File: src/rtl/spt_regs_pkg.sv
// Register map, reset values and serial-port framing constants for the lane front-end bank.
package spt_regs_pkg;
	localparam int ADDR_W = 15;
	localparam int INSTR_BITS = 16;
	localparam int FRAME_BITS = 24;
	localparam int PACKED_BYTES = 11;
	localparam logic [14:0] ADDR_PUMP_TWO = 15'h0294;
	localparam logic [14:0] ADDR_OSC_ONE = 15'h0296;
	localparam logic [14:0] ADDR_OSC_TWO = 15'h0297;
	localparam logic [14:0] ADDR_DET_TWO = 15'h0299;
	localparam logic [14:0] ADDR_VAR_TWO = 15'h029A;
	localparam logic [14:0] ADDR_PUMP_THREE = 15'h029C;
	localparam logic [14:0] ADDR_VAR_THREE = 15'h029F;
	localparam logic [14:0] ADDR_VAR_FOUR = 15'h02A0;
	localparam logic [14:0] ADDR_CLOCK_SETUP = 15'h02A4;
	localparam logic [14:0] ADDR_SYNC_SWING = 15'h02A5;
	localparam logic [14:0] ADDR_OUTER_CAL = 15'h02A7;
	localparam logic [14:0] ADDR_TERM_A = 15'h02AA;
	localparam logic [14:0] ADDR_TERM_B = 15'h02AB;
	localparam logic [14:0] ADDR_INNER_CAL = 15'h02AE;
	localparam logic [14:0] ADDR_TERM_C = 15'h02B1;
	localparam logic [14:0] ADDR_TERM_D = 15'h02B2;
	localparam logic [14:0] ADDR_RX_CTRL_ZERO = 15'h0300;
	localparam logic [7:0] RST_PUMP_TWO = 8'hB0;
	localparam logic [7:0] RST_OSC_ONE = 8'h0C;
	localparam logic [7:0] RST_OSC_TWO = 8'h00;
	localparam logic [7:0] RST_DET_TWO = 8'h00;
	localparam logic [7:0] RST_VAR_TWO = 8'hFE;
	localparam logic [7:0] RST_PUMP_THREE = 8'h17;
	localparam logic [7:0] RST_VAR_THREE = 8'h33;
	localparam logic [7:0] RST_VAR_FOUR = 8'h08;
	localparam logic [7:0] RST_CLOCK_SETUP = 8'h4B;
	localparam logic [7:0] RST_TERM_AC = 8'hC3;
	localparam logic [7:0] RST_TERM_BD = 8'h93;
	localparam logic RST_BIT = 1'b0;
	localparam int POS_SWING = 0;
	localparam int POS_CAL = 0;
	localparam int POS_CKSUM_MODE = 6;
endpackage

File: src/rtl/spt_config_regs.sv
// Serial-port reachable tuning, termination-calibration and checksum configuration bank.
`timescale 1ns/1ps
`default_nettype none
// Overview of operation
// - Swing bit 0 selects normal (0) or high (1) sync swing; resets 0.
// - Rising edge of outer calibration bit starts PHY 0,1,6,7 calibration.
// - Rising edge of inner calibration bit starts PHY 2,3,4,5 calibration.
// - Checksum mode 0 uses the standard field sum; mode resets to 0.
// - Checksum mode 1 sums packed bytes 0x450 to 0x45A modulo 256.
// - The local checksum feeds all per-lane checksum compare registers.
module spt_config_regs (
	input wire logic ref_clk,
	input wire logic resetn,
	input wire logic spi_sclk,
	input wire logic spi_cs_n,
	input wire logic spi_sdi,
	output logic spi_sdo,
	output logic spi_sdo_oe,
	input wire logic [8*spt_regs_pkg::PACKED_BYTES-1:0] link_packed_bytes,
	input wire logic [7:0] link_field_sum,
	output logic [7:0] lane_pll_pump_two_value,
	output logic [7:0] lane_pll_oscillator_one,
	output logic [7:0] lane_pll_oscillator_two,
	output logic [7:0] lane_pll_detector_two,
	output logic [7:0] lane_pll_varactor_two,
	output logic [7:0] lane_pll_pump_three_value,
	output logic [7:0] lane_pll_varactor_three,
	output logic [7:0] lane_pll_varactor_four,
	output logic [7:0] clock_setup_word,
	output logic [7:0] term_setup_word_a,
	output logic [7:0] term_setup_word_b,
	output logic [7:0] term_setup_word_c,
	output logic [7:0] term_setup_word_d,
	output logic sync_out_swing_select,
	output logic outer_term_cal_trigger,
	output logic inner_term_cal_trigger,
	output logic checksum_mode,
	output logic [7:0] lane_sum_compare_regs
);
	import spt_regs_pkg::*;

	// Byte sum wraps naturally in eight bits, which is the modulo 256 the link expects.
	function automatic logic [7:0] spt_byte_sum(input logic [8*PACKED_BYTES-1:0] bytes);
		logic [7:0] acc;
		acc = 8'h00;
		for (int i = 0; i < PACKED_BYTES; i++) begin
			acc = acc + bytes[8*i +: 8];
		end
		return acc;
	endfunction

	logic sclk_q;
	logic [4:0] bit_cnt;
	logic [14:0] instr_sh;
	logic [6:0] data_sh;
	logic [7:0] rd_sh;
	logic is_read;
	logic [14:0] addr;
	logic wr_en;
	logic [7:0] wr_data;
	logic outer_cal;
	logic inner_cal;
	logic outer_q;
	logic inner_q;
	logic [7:0] rd_value;
	logic [14:0] next_addr;
	logic sclk_rise;
	logic sclk_fall;

	// Pins are synchronous to ref_clk, so the serial clock is edge-detected directly.
	assign sclk_rise = !spi_cs_n && spi_sclk && !sclk_q;
	assign sclk_fall = !spi_cs_n && !spi_sclk && sclk_q;
	assign next_addr = {instr_sh[13:0], spi_sdi};

	always_ff @(posedge ref_clk or negedge resetn) begin
		if (!resetn) begin
			sclk_q <= 1'b0;
		end else begin
			sclk_q <= spi_sclk;
		end
	end

	// Frame: read flag, 15 address bits, 8 data bits, MSB first, sampled on rising edges.
	always_ff @(posedge ref_clk or negedge resetn) begin
		if (!resetn) begin
			bit_cnt <= 5'h00;
			instr_sh <= 15'h0000;
			data_sh <= 7'h00;
			is_read <= 1'b0;
			addr <= 15'h0000;
			wr_en <= 1'b0;
			wr_data <= 8'h00;
		end else begin
			wr_en <= 1'b0;
			if (spi_cs_n) begin
				bit_cnt <= 5'h00;
			end else if (sclk_rise) begin
				// Stopping one past the last bit keeps extra clocks from writing a second time.
				if (bit_cnt < 5'(FRAME_BITS)) begin
					bit_cnt <= bit_cnt + 5'h01;
				end
				if (bit_cnt < 5'(INSTR_BITS - 1)) begin
					instr_sh <= next_addr;
				end else if (bit_cnt == 5'(INSTR_BITS - 1)) begin
					is_read <= instr_sh[14];
					addr <= next_addr;
				end else if (bit_cnt < 5'(FRAME_BITS - 1)) begin
					data_sh <= {data_sh[5:0], spi_sdi};
				end else if (bit_cnt == 5'(FRAME_BITS - 1) && !is_read) begin
					wr_en <= 1'b1;
					wr_data <= {data_sh, spi_sdi};
				end
			end
		end
	end

	always_comb begin
		unique case (addr)
			ADDR_PUMP_TWO: rd_value = lane_pll_pump_two_value;
			ADDR_OSC_ONE: rd_value = lane_pll_oscillator_one;
			ADDR_OSC_TWO: rd_value = lane_pll_oscillator_two;
			ADDR_DET_TWO: rd_value = lane_pll_detector_two;
			ADDR_VAR_TWO: rd_value = lane_pll_varactor_two;
			ADDR_PUMP_THREE: rd_value = lane_pll_pump_three_value;
			ADDR_VAR_THREE: rd_value = lane_pll_varactor_three;
			ADDR_VAR_FOUR: rd_value = lane_pll_varactor_four;
			ADDR_CLOCK_SETUP: rd_value = clock_setup_word;
			ADDR_TERM_A: rd_value = term_setup_word_a;
			ADDR_TERM_B: rd_value = term_setup_word_b;
			ADDR_TERM_C: rd_value = term_setup_word_c;
			ADDR_TERM_D: rd_value = term_setup_word_d;
			ADDR_SYNC_SWING: rd_value = 8'(sync_out_swing_select) << POS_SWING;
			ADDR_OUTER_CAL: rd_value = 8'(outer_cal) << POS_CAL;
			ADDR_INNER_CAL: rd_value = 8'(inner_cal) << POS_CAL;
			ADDR_RX_CTRL_ZERO: rd_value = 8'(checksum_mode) << POS_CKSUM_MODE;
			default: rd_value = 8'h00;
		endcase
	end

	// Read data leaves on falling edges so the host can sample it on the next rising edge.
	always_ff @(posedge ref_clk or negedge resetn) begin
		if (!resetn) begin
			rd_sh <= 8'h00;
			spi_sdo <= 1'b0;
			spi_sdo_oe <= 1'b0;
		end else begin
			if (spi_cs_n) begin
				spi_sdo_oe <= 1'b0;
			end else if (sclk_rise && bit_cnt == 5'(INSTR_BITS - 1)) begin
				rd_sh <= 8'h00;
			end else if (sclk_fall && bit_cnt == 5'(INSTR_BITS) && is_read) begin
				spi_sdo <= rd_value[7];
				rd_sh <= {rd_value[6:0], 1'b0};
				spi_sdo_oe <= 1'b1;
			end else if (sclk_fall && bit_cnt > 5'(INSTR_BITS) && is_read) begin
				spi_sdo <= rd_sh[7];
				rd_sh <= {rd_sh[6:0], 1'b0};
			end
		end
	end

	always_ff @(posedge ref_clk or negedge resetn) begin
		if (!resetn) begin
			lane_pll_pump_two_value <= RST_PUMP_TWO;
			lane_pll_oscillator_one <= RST_OSC_ONE;
			lane_pll_oscillator_two <= RST_OSC_TWO;
			lane_pll_detector_two <= RST_DET_TWO;
			lane_pll_varactor_two <= RST_VAR_TWO;
			lane_pll_pump_three_value <= RST_PUMP_THREE;
			lane_pll_varactor_three <= RST_VAR_THREE;
			lane_pll_varactor_four <= RST_VAR_FOUR;
			clock_setup_word <= RST_CLOCK_SETUP;
			term_setup_word_a <= RST_TERM_AC;
			term_setup_word_b <= RST_TERM_BD;
			term_setup_word_c <= RST_TERM_AC;
			term_setup_word_d <= RST_TERM_BD;
			sync_out_swing_select <= RST_BIT;
			outer_cal <= RST_BIT;
			inner_cal <= RST_BIT;
			checksum_mode <= RST_BIT;
		end else if (wr_en) begin
			unique case (addr)
				ADDR_PUMP_TWO: lane_pll_pump_two_value <= wr_data;
				ADDR_OSC_ONE: lane_pll_oscillator_one <= wr_data;
				ADDR_OSC_TWO: lane_pll_oscillator_two <= wr_data;
				ADDR_DET_TWO: lane_pll_detector_two <= wr_data;
				ADDR_VAR_TWO: lane_pll_varactor_two <= wr_data;
				ADDR_PUMP_THREE: lane_pll_pump_three_value <= wr_data;
				ADDR_VAR_THREE: lane_pll_varactor_three <= wr_data;
				ADDR_VAR_FOUR: lane_pll_varactor_four <= wr_data;
				ADDR_CLOCK_SETUP: clock_setup_word <= wr_data;
				ADDR_TERM_A: term_setup_word_a <= wr_data;
				ADDR_TERM_B: term_setup_word_b <= wr_data;
				ADDR_TERM_C: term_setup_word_c <= wr_data;
				ADDR_TERM_D: term_setup_word_d <= wr_data;
				ADDR_SYNC_SWING: sync_out_swing_select <= wr_data[POS_SWING];
				ADDR_OUTER_CAL: outer_cal <= wr_data[POS_CAL];
				ADDR_INNER_CAL: inner_cal <= wr_data[POS_CAL];
				ADDR_RX_CTRL_ZERO: checksum_mode <= wr_data[POS_CKSUM_MODE];
				default: ;
			endcase
		end
	end

	// Only a fresh edge calibrates; rewriting a one leaves the terminations alone.
	always_ff @(posedge ref_clk or negedge resetn) begin
		if (!resetn) begin
			outer_q <= 1'b0;
			inner_q <= 1'b0;
			outer_term_cal_trigger <= 1'b0;
			inner_term_cal_trigger <= 1'b0;
		end else begin
			outer_q <= outer_cal;
			inner_q <= inner_cal;
			outer_term_cal_trigger <= outer_cal && !outer_q;
			inner_term_cal_trigger <= inner_cal && !inner_q;
		end
	end

	always_ff @(posedge ref_clk or negedge resetn) begin
		if (!resetn) begin
			lane_sum_compare_regs <= 8'h00;
		end else if (checksum_mode) begin
			lane_sum_compare_regs <= spt_byte_sum(link_packed_bytes);
		end else begin
			lane_sum_compare_regs <= link_field_sum;
		end
	end
endmodule // spt_config_regs
`default_nettype wire

File: config.mk
export PLATFORM = sky130hd
export DESIGN_NAME = spt_config_regs
export DESIGN_NICKNAME = d
export VERILOG_FILES = /design/src/rtl/spt_regs_pkg.sv /design/src/rtl/spt_config_regs.sv
export SDC_FILE = /design/constraint.sdc
export NUM_CORES = 1
export LEC_CHECK = 0
export ABC_AREA = 1
export BUFFER_PORTS_ARGS = -buffer_cell sky130_fd_sc_hd__buf_4
export CORE_MARGIN = 2
export CORE_UTILIZATION = 60
export CTS_CLUSTER_SIZE = 8
export DETAILED_ROUTE_END_ITERATION = 16
export PLACE_DENSITY = 0.95
export SYNTH_ARGS = -nofsm -noshare
export SYNTH_HDL_FRONTEND = slang
export SYNTH_SLANG_ARGS = --single-unit
File: constraint.sdc
create_clock -name ref_clk -period 3.5 [get_ports ref_clk]
set_clock_uncertainty 0.2 [all_clocks]
set_input_delay 0.525 -clock ref_clk [delete_from_list [all_inputs] [get_ports ref_clk]]
set_output_delay 0.525 -clock ref_clk [all_outputs]
set_load 0.005 [all_outputs]
# After elaboration in Yosys (flattened, before gate mapping)
# Cells that the tools add are included.
# classes
n_addsub	11
n_mul	0
n_div	0
magnitude_cmp	4
eq_ne	21
shifts	0
muxes	19
bitwise_logic	5
n_reduce_logical	48
# op_table
operator	n
15-bit by 10-bit == test with 1-bit output, second input constant	17
8-bit one-hot mux with 17 select lines	1
8-bit adder	10
2-bit AND reduction	20
8-bit 2-to-1 mux	4
5-bit 2-to-1 mux	3
1-bit logical AND	12
1-bit 2-to-1 mux	11
5-bit == test, second input constant	2
5-bit < comparator, second input constant	2
2-bit nonzero test	4
1-bit zero test	6
3-bit AND reduction	2
6-bit AND reduction	1
5-bit by 1-bit adder with 5-bit output, second input constant	1
5-bit by 4-bit == test with 1-bit output, second input constant	1
5-bit > comparator, second input constant	1
5-bit by 4-bit < comparator with 1-bit output, second input constant	1
1-bit inverter	5
5-bit AND reduction	1
4-bit AND reduction	1
3-bit nonzero test	1
2-bit inequality test, second input constant	1
# word_totals
register_bits	183
latch_bits	0
ram_bits	0
romBits	0
in_bits	101
out_inout_bits	118
wordCells	141
n_memories	0

# Logic depth before layout (Yosys ltp)
# logic_depth
ltp_word	11
mapped_depth	22

# Worst setup path after synthesis
# No wires, ideal clock.
# synth_path
path_kind	input port to flip-flop
start	input port link_packed_bytes[2] (netlist bit)
end	register lane_sum_compare_regs[6]
setup_time_ps	128
arrival_ps	4355
slack_ps	-1183
path_stages	16
cell_sequence	inv_1 fa_1 inv_1 fa_1 fa_1 fa_1 inv_1 fa_1 inv_1 ha_1 fa_1 nand2_1 nand2_1 a21oi_1 xor2_1 o21ai_0
# synth_via
elab_chain_cells	11
# synth_lines
element	line_no	rtl
start, declared	spt_config_regs.sv:19	input wire logic [8*spt_regs_pkg::PACKED_BYTES-1:0] link_packed_bytes,
8-bit adder (10 in a row)	spt_config_regs.sv:47	acc = acc + bytes[8*i +: 8];
8-bit 2-to-1 mux	spt_config_regs.sv:223	end else if (checksum_mode) begin
end signal, assigned	spt_config_regs.sv:224	lane_sum_compare_regs <= spt_byte_sum(link_packed_bytes);
end signal, assigned	spt_config_regs.sv:226	lane_sum_compare_regs <= link_field_sum;
end, declared	spt_config_regs.sv:38	output logic [7:0] lane_sum_compare_regs
# No other way between the ends.
# A chain may end at the register's enable or synchronous reset.

# Worst setup path in the final report
# layout_path
start	input port link_packed_bytes[45] (netlist bit)
end	register lane_sum_compare_regs[7]
# layout_via
elab_chain_cells	7
# layout_lines
element	line_no
8-bit adder (6 in a row)	spt_config_regs.sv:47
8-bit 2-to-1 mux	spt_config_regs.sv:223
# No other way between the ends.

==> out/results.tsv <==
metric	value	unit
fin_tns_setup	-4520	ps
power	8670	uW
die_x	135	um
fin_crit_sh	134	%
dr.pass1.iters	7	
grt.overflow.total	0	
fmax	0.213	GHz
routed_wl	34400	um
grt_pass1_wl	50900	um
synthSimpleGateAreaFrac	23.3	%
hold_viol	0	
ys_warn_count	0	
path_class	input pin to register	
tightest_slew	960	ps
synth_mux_area_share	0.304	%
syn2layout_area_growth	26.3	%
netSwitchingFraction	39.2	%
switching_power	3400	uW
timing.final.ws_setup	-1180	ps
rsz0062_at_grt	yes	
cellLeakagePower	0.00653	uW
status	finished with violations	
htreeDepth	4	
globalplace.congestion	0.968	
die_area	0.0182	mm^2
synthCells	1216	
cp_max_fo	2	
fin_area	0.0130	mm^2
p_clk_share	24.0	%
netlist_area	0.0103	mm^2
period_needed	4680	ps
io_pins	219	
nFillCells	960	
floorplan.rows	47	
avgSynthCellArea	8.47	um^2
r2r_slack	490	ps
cts_tree	done	
power_per_cell_area	666	mW/mm^2
layout_top_registers	addr x15, instr_sh x15	
ir_drop	0.809	mV
dp_slack	-1300	ps
coreArea	0.0167	mm^2
drt_iter0_drc	1412	
synth_fa_ha_area_share	12.7	%
ys_async_sr_fraction	100	%
grt_usage	36.6	%
grt_pass1_vias	9992	
hp-class	input pin to register	
start_util	61.7	%
port_buffers	218	
crit_required	3640	ps
critPathBufInv	7	
mappedNetlistNets	1387	
dp.cells	1629	
clk_path_buf_depth	2	
routedWlPerCell	20.6	um
vias_per_cell	6.09	
cp_top_family	adder cells	
antenna_cells	0	
ys_ff_latch	182	
antenna_found_initial	0	
maxSlewViolCount	0	
crit_arrival	4830	ps
die_h	135	um
p_seq_share	25.0	%
startpoint_type	input pin	
internal-power	5270	uW
max_slew_margin	36.0	%
ys_types	38	
ys_seq_area_share	44.7	%
root_buffer	clkbuf_16	
setup_viol	6	
seqCellArea	0.00461	mm^2
drc	0	
path_cells	buf_6, fa_1, inv_2, fa_1, inv_1, fa_1, fa_1, inv_1, fa_1, inv_2, ha_4, nand2_2, inv_2, buf_4, nand2_4, nand3_4, xnor2_2, nand2_2, nand2_2, nand2_2, nand3_2, nand2_1	
ant_nets	0	
cts_sinks	182	
crit_top_cell	fa_1	
max_stage_delay	550	ps
vias	10200	
placed_cell_area	0.0122	mm^2
maxCapViolCount	0	
dp_hpwl	21700	um
synth_top_area_cell	dfrtp_1	
numCtsBuffers	17	
drive_gt1_share	28.2	%
synth-edff-count	0	
fin_cells	1668	
multi_input_area	0.00497	mm^2
synthTopCellsByArea	dfrtp_1 34%, nand2_1 12%, fa_1 11%	
p_comb_share	51.1	%
clk_latency	450	ps
synth_top_cell_area_share	34.2	%
crit_slowest_cell	fa_1	
synth_top_family_by_area	simple AND/OR/NAND/NOR gates	
crit_path_end_kind	register	
final_nets	1606	
synth_compound_area_share	9.07	%
clkTransAtPathRegs	80	ps
synthXorXnorAreaFrac	1.19	%
grt_start_max_net_pins	78	
synth_top_flop_cell	dfrtp_1	
violations	setup timing	
-- cells in the final DEF (no fill, tap or decap), types with 4 or more instances in the layout --
master / count
nand2_1: 325
nand2_2: 23
buf_4: 227
nand4_1: 24
dfrtp_1: 141
buf_6: 7
a32o_1: 5
o21ai_1: 17
ha_4: 5
dfstp_2: 41
fa_2: 4
nand2_4: 4
clkbuf_16: 17
nand3_2: 6
inv_2: 28
nor2_2: 10
ha_1: 8
o21ai_0: 139
xor2_1: 5
nor2_4: 10
fa_1: 53
nor3_1: 8
a21oi_1: 7
nor2_1: 65
inv_6: 5
xnor2_1: 7
nand3_1: 61
inv_1: 155
-- layer usage --
metal	global-route usage (%)	share of wire, %	vias up
li1	-	-	4259
met1	42.8	32	4693
met2	59.8	47	924
met3	9.35	11	286
met4	24.5	8.9	0
met5	0	0	-
-- timing repair --
item | CTS | global route
pin swaps | 39 | 37
endpoints found under the setup margin | 6 | 6
resized for setup | 25 | 26
gates cloned | 0 | 0
setup buffers | 2 | 3
hold buffers | 2 | 0
endpoints found under the hold margin | 45 | 0
-- synth_stat cells, types with 3 or more instances --
library cell / number
inv_1: 178
nand3_2: 4
a31oi_1: 3
clkbuf_1: 20
nand4_1: 24
nand2_1: 336
o21ai_0: 141
buf_2: 8
fa_1: 57
ha_1: 13
dfrtp_1: 141
or2_2: 3
inv_2: 8
a21oi_1: 8
xnor2_1: 8
nand3_1: 64
buf_6: 7
nor2_2: 10
xor2_1: 6
o21ai_1: 15
nor3_1: 8
a32o_1: 5
nand2_2: 14
nor2_4: 10
dfstp_2: 41
nor2_1: 65
-- power by group through the flow --
stage / Clock (uW) / Sequential, uW / Combinational (uW)
2_1_floorplan: 0 / 2190 / 1790
3_3_place_gp: 0 / 2190 / 2440
3_5_place_dp: 0 / 2200 / 2710
4_1_cts: 2030 / 2160 / 3190
5_1_grt: 2150 / 2170 / 4620
6_report: 2080 / 2160 / 4430
-- worst register-to-register path, stage by stage (launching register included) --
cell and delay (ps):
dfrtp_1 400, nor2_2 260, nand2_1 170, nor2_4 570
nand2_4 220, nor2_2 370, nand3_1 130, nand2_1 150
nor2_1 70, nand2_1 140, nand3_1 150, nand2_1 130
-- final timing paths --
kind                                       start  cells past startpoint                                endpoint
max                        link_packed_bytes[45]                     22      lane_sum_compare_regs[7]$_DFF_PN0_
min                            link_field_sum[1]                      3      lane_sum_compare_regs[1]$_DFF_PN0_
max reg2reg                 addr[11]$_DFFE_PN0P_                     11                    rd_sh[2]$_DFFE_PN0P_
min reg2reg                    outer_q$_DFF_PN0_                      1        outer_term_cal_trigger$_DFF_PN0_
max in group asynchronous                 resetn                      3   lane_pll_varactor_four[3]$_DFFE_PN1P_
min in group asynchronous                 resetn                      2  lane_pll_oscillator_two[4]$_DFFE_PN0P_
-- per-stage QoR --
step	utilization [%]	hold WS [ps]
after CTS	77.2	72.8
after floorplan	-	29.4
final	77.9	79.1
after global placement	72.9	187
after detailed placement	72.9	187
after global routing	77.9	84.1
-- cell families after synthesis --
| kind of cell | Yosys count |
|---|---|
| AOI/OAI and AO/OA | 178 |
| xor gates and xnor gates | 14 |
| adders and majority gates | 70 |
| buffers and inverters | 224 |
| DFF | 182 |
| muxes | 3 |
| and+or+nand+nor | 545 |
-- final cells by class --
cell class                 instances  area share [%]
tap                              220            2.12
timing repair buffer             237            14.0
inverter                         187            5.53
sequential                       182            35.4
clock inverter                    12            1.26
clock buffer                      20            3.51
multi-input combinational        810            38.2
Note: power is estimated with default switching activity, not from simulation.
